===== src/hdl/epc_defines.vh =====
`ifndef EPC_DEFINES_VH
`define EPC_DEFINES_VH
// object selectors on the configuration write/read port
`define EPC_OBJ_IDENT     4'h0
`define EPC_OBJ_TXTYPE    4'h1
`define EPC_OBJ_MAP1      4'h2
`define EPC_OBJ_MAP2      4'h3
`define EPC_OBJ_MAP3      4'h4
`define EPC_OBJ_MAP4      4'h5
`define EPC_OBJ_LOWLIM    4'h6
`define EPC_OBJ_HIGHLIM   4'h7
`define EPC_OBJ_RATE      4'h8
`define EPC_OBJ_ADDR      4'h9
`define EPC_OBJ_CTRL      4'hA
`define EPC_OBJ_TIMER     4'hB
`define EPC_OBJ_STORE     4'hC
// field positions
`define EPC_ID_DISABLE    31
`define EPC_ID_NORTR      30
`define EPC_ID_EXT        29
`define EPC_CTRL_LOW_EN   12
`define EPC_CTRL_HIGH_EN  13
// reset values, limits and fixed codes
`define EPC_IDENT_BASE    32'hC0000480
`define EPC_TXTYPE_RST    8'hFE
`define EPC_TX_ASYNC      8'hFE
`define EPC_TX_SYNC_MAX   8'hF0
`define EPC_MAP_POS_RST   32'h60040020
`define EPC_MAP_VEL_RST   32'h30060020
`define EPC_LOWLIM_RST    32'h00000010
`define EPC_HIGHLIM_RST   32'h003FFFF0
`define EPC_RATE_RST      8'h05
`define EPC_ADDR_RST      8'h01
`define EPC_ADDR_MAX      8'h7F
`define EPC_ABORT_BADVAL  32'h06090030
`define EPC_BOOT_BASE     11'h700
// timer: one millisecond tick at 25 MHz
`define EPC_TICK_NS       1000000
`define EPC_CLK_NS        40
`define EPC_TICK_CYCLES   (`EPC_TICK_NS / `EPC_CLK_NS)
`define EPC_TICK_LAST     15'h61A7 // tick cycles less one, sized for the counter
`endif


===== src/hdl/epc_config.v =====
// Notes on behaviour
// - identifier bit 31 set disables message
// - bit 29 picks 11-bit or 29-bit identifier
// - identifier resets to C0000480h plus address
// - switch address forces identifier default at power-on
// - only types 01h-F0h and FEh; FEh default
// - type 0 stored but never sends
// - other unsupported types abort 06090030h
// - FEh sends every timer interval, zero never
// - synchronous type n sends every n SYNCs
// - identifier MSB clear enables each of four messages
// - mapping word index, subindex, length fields
// - mapping words reset to position/velocity objects
// - low limit flag in status bit 12
// - high limit flag in status bit 13
// - rate code 00h-07h, default 05h
// - rate switch 4 on selects switch bank
// - address 1..127, default 1, software when switches off
// - any address switch on overrides software address
// - boot-up on 700h plus address, byte 00
// - unsaved parameters lost at power-off
`include "epc_defines.vh"
`default_nettype none
module epc_config (
   // clock and reset
   input  wire        CORE_CLK,
   input  wire        RESET,
   // power-on strobe: set by power-up logic, otherwise a warm node reset
   input  wire        POWER_ON,
   input  wire        FORCE_ADDR_SET,
   // configuration access from the protocol engine
   input  wire        CFG_WRITE,
   input  wire        CFG_READ,
   input  wire [3:0]  CFG_OBJECT,
   input  wire [31:0] CFG_WDATA,
   output reg  [31:0] CFG_RDATA,
   output reg         CFG_DONE,
   output reg         CFG_ABORT,
   output reg  [31:0] CFG_ABORT_CODE,
   // bus events
   input  wire        SYNC_SEEN,
   input  wire        NODE_RESET,
   // position from the sensor
   input  wire [31:0] POSITION,
   // switch banks (asynchronous pins)
   input  wire [3:0]  BIT_RATE_SWITCH_BANK,
   input  wire [6:0]  NODE_ADDRESS_SWITCH_BANK,
   // derived outputs
   output reg  [2:0]  ACTIVE_RATE,
   output reg  [6:0]  ACTIVE_ADDRESS,
   output reg  [15:0] STATUS_WORD,
   // message requests
   output reg         VEL_SEND,
   output reg  [28:0] VEL_IDENT,
   output reg         VEL_IDENT_EXT,
   output reg  [3:0]  MSG_ENABLE,
   output reg         BOOT_SEND,
   output reg  [10:0] BOOT_IDENT,
   output reg         STORE_REQ
);

   // boot sequence states
   localparam ST_IDLE = 3'b001;
   localparam ST_APPLY = 3'b010;
   localparam ST_BOOT = 3'b100;

   reg [3:0]  rate_sw_m;
   reg [3:0]  rate_sw;
   reg [6:0]  addr_sw_m;
   reg [6:0]  addr_sw;
   reg [31:0] velocity_msg_identifier;
   reg [7:0]  velocity_msg_transmit_type;
   reg [31:0] first_msg_mapping;
   reg [31:0] second_msg_mapping;
   reg [31:0] third_msg_mapping;
   reg [31:0] fourth_msg_mapping;
   reg [31:0] low_position_limit;
   reg [31:0] high_position_limit;
   reg [7:0]  bit_rate_code;
   reg [7:0]  node_address;
   reg [15:0] control_word;
   reg [15:0] cyclic_timer;
   reg [31:0] other_ident [0:2];
   reg [2:0]  state;
   reg [7:0]  sync_count;
   reg [15:0] ms_count;
   reg [14:0] tick_count;
   reg        dirty;
   reg        store_seen;
   wire       tick;
   wire       addr_from_sw;
   wire       tx_ok;
   wire       tx_zero;
   wire [6:0] next_address;
   reg        cold_start;
   integer    i;

   // two flops on the switch pins before any use
   always @(posedge CORE_CLK) begin
      rate_sw_m <= BIT_RATE_SWITCH_BANK;
      rate_sw <= rate_sw_m;
      addr_sw_m <= NODE_ADDRESS_SWITCH_BANK;
      addr_sw <= addr_sw_m;
   end

   assign addr_from_sw = |addr_sw;
   // address that the next apply step takes
   assign next_address = addr_from_sw ? addr_sw : node_address[6:0];
   // accepted transmission types
   assign tx_zero = (CFG_WDATA[7:0] == 8'h00);
   assign tx_ok = (CFG_WDATA[7:0] != 8'h00 && CFG_WDATA[7:0] <= `EPC_TX_SYNC_MAX)
                  || CFG_WDATA[7:0] == `EPC_TX_ASYNC;

   // millisecond tick for the cyclic timer
   assign tick = (tick_count == `EPC_TICK_LAST);
   always @(posedge CORE_CLK) begin
      if (RESET || tick) begin
         tick_count <= 15'h0000;
      end else begin
         tick_count <= tick_count + 15'h0001;
      end
   end

   // configuration store and access handshake
   always @(posedge CORE_CLK) begin
      CFG_DONE <= 1'b0;
      CFG_ABORT <= 1'b0;
      STORE_REQ <= 1'b0;
      if (RESET) begin
         velocity_msg_identifier <= `EPC_IDENT_BASE + 32'h00000001;
         velocity_msg_transmit_type <= `EPC_TXTYPE_RST;
         first_msg_mapping <= `EPC_MAP_POS_RST;
         second_msg_mapping <= `EPC_MAP_POS_RST;
         third_msg_mapping <= `EPC_MAP_POS_RST;
         fourth_msg_mapping <= `EPC_MAP_VEL_RST;
         low_position_limit <= `EPC_LOWLIM_RST;
         high_position_limit <= `EPC_HIGHLIM_RST;
         bit_rate_code <= `EPC_RATE_RST;
         node_address <= `EPC_ADDR_RST;
         control_word <= 16'h0000;
         cyclic_timer <= 16'h0000;
         for (i = 0; i < 3; i = i + 1) begin
            other_ident[i] <= 32'hC0000000;
         end
         CFG_ABORT_CODE <= 32'h00000000;
         CFG_RDATA <= 32'h00000000;
         dirty <= 1'b0;
         store_seen <= 1'b0;
         cold_start <= POWER_ON; // only a cold start may force the default
      end else begin
         // forced default when the switch bank sets the address; takes the
         // address being applied, as the active one only changes at this edge
         if (state == ST_APPLY && cold_start && (addr_from_sw || FORCE_ADDR_SET)) begin
            velocity_msg_identifier <= `EPC_IDENT_BASE + {25'h0000000, next_address};
         end
         if (state == ST_APPLY) begin
            cold_start <= 1'b0;
         end
         if (CFG_WRITE) begin
            CFG_DONE <= 1'b1;
            if (CFG_OBJECT == `EPC_OBJ_IDENT) begin
               velocity_msg_identifier <= CFG_WDATA;
               dirty <= 1'b1;
            end else if (CFG_OBJECT == `EPC_OBJ_TXTYPE) begin
               if (tx_ok || tx_zero) begin
                  velocity_msg_transmit_type <= CFG_WDATA[7:0];
                  dirty <= 1'b1;
               end else begin
                  CFG_DONE <= 1'b0;
                  CFG_ABORT <= 1'b1;
                  CFG_ABORT_CODE <= `EPC_ABORT_BADVAL;
               end
            end else if (CFG_OBJECT == `EPC_OBJ_MAP1) begin
               first_msg_mapping <= CFG_WDATA;
            end else if (CFG_OBJECT == `EPC_OBJ_MAP2) begin
               second_msg_mapping <= CFG_WDATA;
            end else if (CFG_OBJECT == `EPC_OBJ_MAP3) begin
               third_msg_mapping <= CFG_WDATA;
            end else if (CFG_OBJECT == `EPC_OBJ_MAP4) begin
               fourth_msg_mapping <= CFG_WDATA;
            end else if (CFG_OBJECT == `EPC_OBJ_LOWLIM) begin
               low_position_limit <= CFG_WDATA;
            end else if (CFG_OBJECT == `EPC_OBJ_HIGHLIM) begin
               high_position_limit <= CFG_WDATA;
            end else if (CFG_OBJECT == `EPC_OBJ_RATE) begin
               if (CFG_WDATA[7:0] <= 8'h07) begin
                  bit_rate_code <= CFG_WDATA[7:0];
               end else begin
                  CFG_DONE <= 1'b0;
                  CFG_ABORT <= 1'b1;
                  CFG_ABORT_CODE <= `EPC_ABORT_BADVAL;
               end
            end else if (CFG_OBJECT == `EPC_OBJ_ADDR) begin
               if (CFG_WDATA[7:0] != 8'h00 && CFG_WDATA[7:0] <= `EPC_ADDR_MAX) begin
                  node_address <= CFG_WDATA[7:0];
               end else begin
                  CFG_DONE <= 1'b0;
                  CFG_ABORT <= 1'b1;
                  CFG_ABORT_CODE <= `EPC_ABORT_BADVAL;
               end
            end else if (CFG_OBJECT == `EPC_OBJ_CTRL) begin
               control_word <= CFG_WDATA[15:0];
            end else if (CFG_OBJECT == `EPC_OBJ_TIMER) begin
               cyclic_timer <= CFG_WDATA[15:0];
            end else if (CFG_OBJECT == `EPC_OBJ_STORE) begin
               // saving is done by the non-volatile store outside
               STORE_REQ <= 1'b1;
               store_seen <= 1'b1;
               dirty <= 1'b0;
            end
            if (CFG_OBJECT != `EPC_OBJ_STORE && CFG_OBJECT != `EPC_OBJ_TXTYPE
                && CFG_OBJECT != `EPC_OBJ_IDENT) begin
               dirty <= 1'b1;
            end
         end else if (CFG_READ) begin
            CFG_DONE <= 1'b1;
            if (CFG_OBJECT == `EPC_OBJ_IDENT) begin
               CFG_RDATA <= velocity_msg_identifier;
            end else if (CFG_OBJECT == `EPC_OBJ_TXTYPE) begin
               CFG_RDATA <= {24'h000000, velocity_msg_transmit_type};
            end else if (CFG_OBJECT == `EPC_OBJ_MAP1) begin
               CFG_RDATA <= first_msg_mapping;
            end else if (CFG_OBJECT == `EPC_OBJ_MAP2) begin
               CFG_RDATA <= second_msg_mapping;
            end else if (CFG_OBJECT == `EPC_OBJ_MAP3) begin
               CFG_RDATA <= third_msg_mapping;
            end else if (CFG_OBJECT == `EPC_OBJ_MAP4) begin
               CFG_RDATA <= fourth_msg_mapping;
            end else if (CFG_OBJECT == `EPC_OBJ_LOWLIM) begin
               CFG_RDATA <= low_position_limit;
            end else if (CFG_OBJECT == `EPC_OBJ_HIGHLIM) begin
               CFG_RDATA <= high_position_limit;
            end else if (CFG_OBJECT == `EPC_OBJ_RATE) begin
               CFG_RDATA <= {24'h000000, bit_rate_code};
            end else if (CFG_OBJECT == `EPC_OBJ_ADDR) begin
               CFG_RDATA <= {24'h000000, node_address};
            end else if (CFG_OBJECT == `EPC_OBJ_CTRL) begin
               CFG_RDATA <= {16'h0000, control_word};
            end else if (CFG_OBJECT == `EPC_OBJ_TIMER) begin
               CFG_RDATA <= {16'h0000, cyclic_timer};
            end else if (CFG_OBJECT == `EPC_OBJ_STORE) begin
               CFG_RDATA <= {30'h00000000, store_seen, dirty};
            end else begin
               CFG_RDATA <= 32'h00000000;
            end
         end
      end
   end

   // reset/boot sequence: apply rate and address, then boot-up message
   always @(posedge CORE_CLK) begin
      BOOT_SEND <= 1'b0;
      if (RESET) begin
         state <= ST_APPLY;
         ACTIVE_RATE <= 3'h5;
         ACTIVE_ADDRESS <= 7'h01;
         BOOT_IDENT <= `EPC_BOOT_BASE;
      end else begin
         case (state)
            ST_IDLE: begin
               if (NODE_RESET) begin
                  state <= ST_APPLY;
               end
            end
            ST_APPLY: begin
               // new settings only take effect at a reset
               if (rate_sw[3]) begin
                  ACTIVE_RATE <= rate_sw[2:0];
               end else begin
                  ACTIVE_RATE <= bit_rate_code[2:0];
               end
               if (addr_from_sw) begin
                  ACTIVE_ADDRESS <= addr_sw;
               end else begin
                  ACTIVE_ADDRESS <= node_address[6:0];
               end
               state <= ST_BOOT;
            end
            ST_BOOT: begin
               BOOT_SEND <= 1'b1;
               BOOT_IDENT <= `EPC_BOOT_BASE + {4'h0, ACTIVE_ADDRESS};
               state <= ST_IDLE;
            end
            default: begin
               state <= ST_IDLE;
            end
         endcase
      end
   end

   // limit comparators; flags clear while their check is disabled
   always @(posedge CORE_CLK) begin
      if (RESET) begin
         STATUS_WORD <= 16'h0000;
      end else begin
         STATUS_WORD <= {2'b00, control_word[13:12], 12'h000};
         if (control_word[`EPC_CTRL_LOW_EN]) begin
            STATUS_WORD[`EPC_CTRL_LOW_EN] <= (POSITION < low_position_limit);
         end
         if (control_word[`EPC_CTRL_HIGH_EN]) begin
            STATUS_WORD[`EPC_CTRL_HIGH_EN] <= (POSITION > high_position_limit);
         end
      end
   end

   // velocity message scheduling: SYNC divider or cyclic timer
   always @(posedge CORE_CLK) begin
      VEL_SEND <= 1'b0;
      if (RESET || state != ST_IDLE) begin
         sync_count <= 8'h00;
         ms_count <= 16'h0000;
      end else if (!velocity_msg_identifier[`EPC_ID_DISABLE]) begin
         if (velocity_msg_transmit_type == `EPC_TX_ASYNC) begin
            if (cyclic_timer == 16'h0000) begin
               ms_count <= 16'h0000;
            end else if (tick) begin
               if (ms_count + 16'h0001 >= cyclic_timer) begin
                  ms_count <= 16'h0000;
                  VEL_SEND <= 1'b1;
               end else begin
                  ms_count <= ms_count + 16'h0001;
               end
            end
         end else if (velocity_msg_transmit_type != 8'h00 && SYNC_SEEN) begin
            if (sync_count + 8'h01 >= velocity_msg_transmit_type) begin
               sync_count <= 8'h00;
               VEL_SEND <= 1'b1;
            end else begin
               sync_count <= sync_count + 8'h01;
            end
         end
      end
   end

   // identifier format and per-message enables
   always @(posedge CORE_CLK) begin
      if (RESET) begin
         VEL_IDENT <= 29'h00000000;
         VEL_IDENT_EXT <= 1'b0;
         MSG_ENABLE <= 4'h0;
      end else begin
         VEL_IDENT_EXT <= velocity_msg_identifier[`EPC_ID_EXT];
         if (velocity_msg_identifier[`EPC_ID_EXT]) begin
            VEL_IDENT <= velocity_msg_identifier[28:0];
         end else begin
            VEL_IDENT <= {18'h00000, velocity_msg_identifier[10:0]};
         end
         MSG_ENABLE <= {~velocity_msg_identifier[31], ~other_ident[2][31],
                        ~other_ident[1][31], ~other_ident[0][31]};
      end
   end

endmodule // epc_config
`default_nettype wire


===== config.mk =====
export PLATFORM = sky130hd
export DESIGN_NAME = epc_config
export DESIGN_NICKNAME = d
export VERILOG_FILES = /design/src/hdl/epc_config.v
export VERILOG_INCLUDE_DIRS = /design/src /design/src/hdl
export SDC_FILE = /design/constraint.sdc
export NUM_CORES = 1
export LEC_CHECK = 0
export ABC_AREA = 0
export ABC_CLOCK_PERIOD_IN_PS = 2900
export BUFFER_PORTS_ARGS = -buffer_cell sky130_fd_sc_hd__buf_2
export CELL_PAD_IN_SITES_DETAIL_PLACEMENT = 0
export CELL_PAD_IN_SITES_GLOBAL_PLACEMENT = 1
export CORE_MARGIN = 3
export CORE_UTILIZATION = 41
export CTS_BUF_LIST = sky130_fd_sc_hd__clkbuf_4
export DETAILED_ROUTE_END_ITERATION = 8
export HOLD_SLACK_MARGIN = 0.08
export PLACE_DENSITY = 0.75
export RECOVER_POWER = 25
export SLEW_MARGIN = 20
export SYNTH_ARGS = -nofsm -noshare
export SYNTH_HDL_FRONTEND = slang
export SYNTH_SLANG_ARGS = --single-unit
export TNS_END_PERCENT = 1

===== constraint.sdc =====
create_clock -name CORE_CLK -period 2.9 [get_ports CORE_CLK]
set_clock_uncertainty 0.2 [all_clocks]
set_input_delay 0.58 -clock CORE_CLK [delete_from_list [all_inputs] [get_ports CORE_CLK]]
set_output_delay 0.58 -clock CORE_CLK [all_outputs]
set_load 0.02 [all_outputs]

# Yosys cells after proc, flatten, opt, wreduce, memory -nomap -nowiden

Index checks and enable logic that the tools add are counted.
W data, S select, Z words.

Input bits: 87
Memories: 0
ROM bits: 0
Bits in latches: 0
Memory bits (writable): 0
Bits in registers: 487

Shift operators: 0
Multiplexer cells: 88
$add $sub $neg: 5
Divide/modulo/power cells: 0
Bitwise logic cells: 21
Reduce and logical (&&, ||, !) cells: 46
Magnitude comparators: 7
Equality and inequality tests: 42
Multiply operators: 0

Operator list:

| operator                | count |
|---|---|
| $mux W32                | 23 |
| $mux W16                | 7 |
| $mux W1                 | 52 |
| $ne A4 B4 Y1 const B    | 12 |
| $reduce_and A12 Y1      | 3 |
| $add A31 B8 Y32 const A | 1 |
| $gt A32 B32 Y1          | 1 |
| $lt A32 B32 Y1          | 1 |
| $reduce_and A13 Y1      | 2 |
| $eq A4 B4 Y1 const B    | 5 |
| $not A1 Y1              | 18 |
| $add A16 B1 Y16 const B | 1 |
| $eq A4 B3 Y1 const B    | 4 |
| $eq A8 B8 Y1 const B    | 2 |
| $ge A16 B16 Y1          | 1 |
| $logic_not A16 Y1       | 1 |
| $ne A2 B2 Y1 const B    | 8 |
| $reduce_bool A8 Y1      | 2 |
| $add A15 B1 Y15 const B | 1 |
| $eq A15 B15 Y1 const B  | 1 |
| $reduce_and A14 Y1      | 1 |
| $reduce_or A14 Y1       | 1 |
| $reduce_and A11 Y1      | 1 |
| $add A9 B8 Y10 const A  | 1 |
| 37 further kinds        | 59 |

# Logic depth before layout (Yosys ltp)

Depth in word-level cells: 15
Mapped depth: 14
Depth with buffers taken out: 13

# Worst setup path after synthesis

OpenSTA, ideal clock, no wires.

Kind: register -> register
Start point: register ms_count[0]
End point: register ms_count[1]
Path slack: -282 ps
Stages on the path, launching flop included: 14
Clock period less this slack: 3182 ps
Buffers on the path: 0
Arrival: 2907 ps
Path through: dfxtp_1 -> ha_1 -> and3_1 -> and3_1 -> nand3_1 -> or3_1 -> nand2_1 -> ha_1 -> a21o_1 -> a221o_1 -> a21oi_1 -> o21ai_0 -> or2_2 -> o21ai_0

Longest elaborated chain between the ends: 5

RTL lines:

| element                | line                               | text |
|---|---|---|
| start, declared        | epc_config.v:86                    | `reg [15:0] ms_count;` |
| start signal, assigned | epc_config.v:321                   | `ms_count <= ms_count + 16'h0001;` |
| $add A16 B1 Y16 (*)    | epc_config.v:317, epc_config.v:321 |  |
| $ge A16 B16 Y1         | epc_config.v:317                   | `if (ms_count + 16'h0001 >= cyclic_timer) begin` |
| $mux W16 (*)           | epc_config.v:317                   |  |
| $mux W16 (*)           | epc_config.v:316                   | `end else if (tick) begin` |
| $mux W16 (*)           | epc_config.v:314                   | `if (cyclic_timer == 16'h0000) begin` |

Mark *: on every way between the ends. The rest lies on a longest branch, timed or not. The select of a mux whose other input is x is not followed.
A chain may end at the register's enable or synchronous reset.

# Final worst setup path

Start point: register ms_count[1]
End point: register ms_count[1]

Same word-level chain as after synthesis.

==> flow_metrics.tcl <==
set metrics [dict create \
    holdCritStartpoint "rate_sw_m[2]$_DFF_P_" \
    peakVddDrop_v 0.000304 \
    nets 2963 \
    io_buffer_count 179 \
    global_route.usage.total_pct 25.7 \
    grt_pass1_wl_mm 106 \
    synth_xor_xnor_area_share_pct 0.952 \
    cap_viol_max_count 0 \
    timing.critical_path.fanout_max 4 \
    hpwlAfterDp_mm 49.0 \
    hold-path-endpoint "rate_sw[2]$_DFF_P_" \
    routed_wirelength_mm 69.5 \
    dieWidth_microns 228 \
    setup-tns-final_ps -6360 \
    clock_buffer_count_from_cts 117 \
    critical_path_class "reg -> reg" \
    timing.final.hold_violations 0 \
    dpl-instance-area_sq_um 22100 \
    max_transition_viols_final 0 \
    synth.distinct_cells 70 \
    worst_skew_pair.late_latency_ps 860 \
    grt_antenna_before_repair 5 \
    failed_checks "negative setup slack" \
    synthToLayoutAreaGrowth_pct 20.4 \
    synth.ff_latch_count 435 \
    post_route_cells_drive_above_1_share_pct 19.6 \
    power.leakage_nw 10.1 \
    dr_total_vias 19000 \
    clk_pin_slew_worst_paths_ps 60 \
    average_cell_area_after_synthesis_sq_um 8.16 \
    yosys-top-cells-area "sky130_fd_sc_hd__dfxtp_1, sky130_fd_sc_hd__nand2_1, sky130_fd_sc_hd__a21oi_1" \
    ys.flop_type "sky130_fd_sc_hd__dfxtp_1" \
    grt_remaining_overflow 0 \
    final-setup-viol-count 60 \
    dominant_combinational_cell_family_by_area_after_synthesis "simple AND/OR/NAND/NOR gates" \
    setup.worst_path.start_class "flop" \
    cts_tree "done" \
    num_io_pins 227 \
    worst_setup_path_startpoint "ms_count[1]$_SDFFE_PP0P_" \
    crit_path_end_kind "flop" \
    critical_path.reg2reg.endpoint "ms_count[1]$_SDFFE_PP0P_" \
    cellPowerDensity_nw_per_um2 540 \
    die-height_microns 228 \
    largest_area_contributor_in_the_synthesized_netlist "sky130_fd_sc_hd__dfxtp_1" \
    drt.antenna.violating_nets 0 \
    rows 80 \
    grt_setup_unrepaired "true" \
    grt_pass1_vias 18000 \
    holdPathStages 0 \
    post_synth_mux_area_share_pct 5.53 \
    layout.filler_cells 4731 \
    fmaxAchievable_ghz 0.317 \
    synthesis.yosys.warnings 0 \
    finalCritPeriodShare_pct 109 \
    synth_top_area_share_pct 42.9 \
    layout_common_cells "sky130_fd_sc_hd__nand2_1, sky130_fd_sc_hd__dfxtp_1, sky130_fd_sc_hd__a21oi_1" \
    r2r_setup_slack_ps -260 \
    starting_drc_count_in_detailed_routing 1550 \
    mostFrequentLayoutCell "sky130_fd_sc_hd__nand2_1" \
    cts.path.max_buffers 3 \
    total_die_area_sq_um 52100 \
    synth_compound_gate_area_share_pct 16.9 \
    gp_congestion 0.885 \
    worst-slew-pin-transition_ps 1320 \
    synth_instances 2479 \
    fin_ws_ps -257 \
    core_region_area_sq_um 48200 \
    min_period_ps 3160 \
    post_synth_and_or_nand_nor_area_fraction_pct 20.9 \
    drcViolationCount 0 \
    clock-root-buffer "sky130_fd_sc_hd__clkbuf_4" \
    status "finished with violations" \
    worst-endpoint-required_ps 3460 \
    avgViaCountPerCell 5.38 \
    dr.pass1.iters 6 \
    numClockSinks 435 \
    initial_utilization_pct 42.0 \
    yosys.area_share.adder_pct 5.56 \
    cp_data_arrival_time_ps 3710 \
    timing.hold.worst.class "reg -> reg" \
    reg2regPathDepth 14 \
    grt_start_max_net_pins 92 \
    cts-htree-levels 3 \
    pre_cts_setup_slack_ps -345 \
    routedWlPerCell_microns 19.7 \
    critical_path.reg2reg.startpoint "ms_count[1]$_SDFFE_PP0P_" \
    relSlewSlack_pct 12.2 \
    async_s_r_ff_share_synth_pct 0 \
    synth.yosys.seq_area_share_pct 43.1 \
    finalInstanceArea_sq_um 24400 \
    netlist_area_pre_place_sq_um 20200 \
    final_core_util_pct 50.5 \
    synth_edf_count 1 \
]
[metrics by stage]
step / total power [W] / std cells / hold slack (ps)
after floorplan: 0.00711 / 2524 / 110
after global placement: 0.00757 / 3257 / 116
after detailed placement: 0.00759 / 3257 / 112
final: 0.0132 / 3533 / 127
after CTS: 0.0133 / 3531 / 86.0
after global routing: 0.0137 / 3533 / 121
[cell families (layout without fill, tap and decap cells)]
kind of cell | Yosys count | count (layout)
adders and majority gates | 90 | 90
xor gates and xnor gates | 22 | 22
other | 2 | 49
and+or+nand+nor | 960 | 960
buffers and inverters | 311 | 662
AOI/OAI and AO/OA | 576 | 576
DFF | 435 | 435
muxes | 83 | 83
[flip-flops by register name, indices dropped and copies added, names as in the netlist, 15 cells and up]
| register | flops |
|---|---|
| third_msg_mapping | 32 |
| VEL_IDENT | 29 |
| low_position_limit | 32 |
| CFG_RDATA | 32 |
| first_msg_mapping | 32 |
| velocity_msg_identifier | 32 |
| fourth_msg_mapping | 32 |
| ms_count | 16 |
| second_msg_mapping | 32 |
| cyclic_timer | 16 |
| high_position_limit | 32 |
| control_word | 16 |
| tick_count | 15 |
[layout make-up]
type,instances,area [sq um],area share (%)
Antenna cell,2,5.00,0.0205
Clock buffer,182,1370,5.60
Clock inverter,26,161,0.662
Inverter,93,349,1.43
Multi-Input combinational cell,1778,10500,42.9
Sequential cell,435,8730,35.8
Tap cell,656,821,3.37
Timing Repair Buffer,361,2490,10.2
[routing by layer]
| layer | vias up | wire length [microns] | part of all wire, % | GRT usage (%) |
|---|---|---|---|---|
| li1 | 9097 | - | - | - |
| met1 | 8975 | 31800 | 46 | 37.1 |
| met4 | 6 | 1980 | 2.8 | 10.1 |
| met2 | 808 | 29800 | 43 | 37.7 |
| met3 | 113 | 5860 | 8.4 | 5.19 |
| met5 | - | 33 | 0.048 | 0 |
[timing repair]
action / in CTS / in global routing
setup buffers: 2 / 0
endpoints found under the hold margin: 303 / 0
endpoints found under the setup margin: 17 / 23
hold buffers: 64 / 0
resized for setup: 22 / 8
pin swaps: 2 / 3
[cells in the mapped netlist (3+ instances only)]
cell type	n
sky130_fd_sc_hd__nor2_1	137
sky130_fd_sc_hd__nand2_1	549
sky130_fd_sc_hd__o221ai_1	5
sky130_fd_sc_hd__mux2i_1	60
sky130_fd_sc_hd__buf_2	31
sky130_fd_sc_hd__o2111ai_1	3
sky130_fd_sc_hd__o211ai_1	30
sky130_fd_sc_hd__inv_1	92
sky130_fd_sc_hd__and2_1	24
sky130_fd_sc_hd__or3_1	5
sky130_fd_sc_hd__a21o_1	23
sky130_fd_sc_hd__nor2b_1	25
sky130_fd_sc_hd__a21oi_1	333
sky130_fd_sc_hd__and3_1	31
sky130_fd_sc_hd__buf_1	7
sky130_fd_sc_hd__a22oi_1	11
sky130_fd_sc_hd__nor3b_1	4
sky130_fd_sc_hd__a31oi_1	8
sky130_fd_sc_hd__or2_2	9
sky130_fd_sc_hd__nand4_1	20
sky130_fd_sc_hd__mux4_2	23
sky130_fd_sc_hd__o21ai_0	68
sky130_fd_sc_hd__nand2b_1	24
sky130_fd_sc_hd__dfxtp_1	434
sky130_fd_sc_hd__a22o_1	15
sky130_fd_sc_hd__clkbuf_1	125
sky130_fd_sc_hd__ha_1	90
sky130_fd_sc_hd__a211oi_1	27
sky130_fd_sc_hd__nand3_1	73
sky130_fd_sc_hd__buf_4	54
sky130_fd_sc_hd__nor3_1	23
sky130_fd_sc_hd__xnor2_1	7
sky130_fd_sc_hd__o22ai_1	9
sky130_fd_sc_hd__xor2_1	15
sky130_fd_sc_hd__o32ai_1	7
sky130_fd_sc_hd__a221oi_1	17
sky130_fd_sc_hd__and4_1	4
sky130_fd_sc_hd__nor4_1	14
[report_power, final]
group	internal [W]	total, W	leakage (nW)	switching, W
clock	0.00300	0.00562	0.914	0.00262
sequential	0.00611	0.00620	3.54	0.0000936
combinational	0.000463	0.00134	5.61	0.000878
total	0.00957	0.0132	10.1	0.00359
[worst max-delay path by stage]
stage	endpoint	depth (start not counted)
after floorplan	ms_count[5]$_SDFFE_PP0P_	14
final	ms_count[1]$_SDFFE_PP0P_	14
after global placement	ms_count[0]$_SDFFE_PP0P_	14
after CTS	ms_count[1]$_SDFFE_PP0P_	14
after global routing	ms_count[1]$_SDFFE_PP0P_	14
after detailed placement	ms_count[3]$_SDFFE_PP0P_	14
[critical path, stage by stage (launching register included)]
cell,delay [ps]
sky130_fd_sc_hd__dfxtp_4,370
sky130_fd_sc_hd__ha_4,140
sky130_fd_sc_hd__and3_4,180
sky130_fd_sc_hd__and3_4,210
sky130_fd_sc_hd__nand3_4,90
sky130_fd_sc_hd__or3_4,360
sky130_fd_sc_hd__nand2_4,80
sky130_fd_sc_hd__ha_4,190
sky130_fd_sc_hd__a21o_1,170
sky130_fd_sc_hd__a221o_1,320
sky130_fd_sc_hd__a21oi_2,190
sky130_fd_sc_hd__buf_4,150
sky130_fd_sc_hd__o21ai_4,70
sky130_fd_sc_hd__or2_4,250
sky130_fd_sc_hd__o21ai_2,110
(Power assumes the default switching activity.)
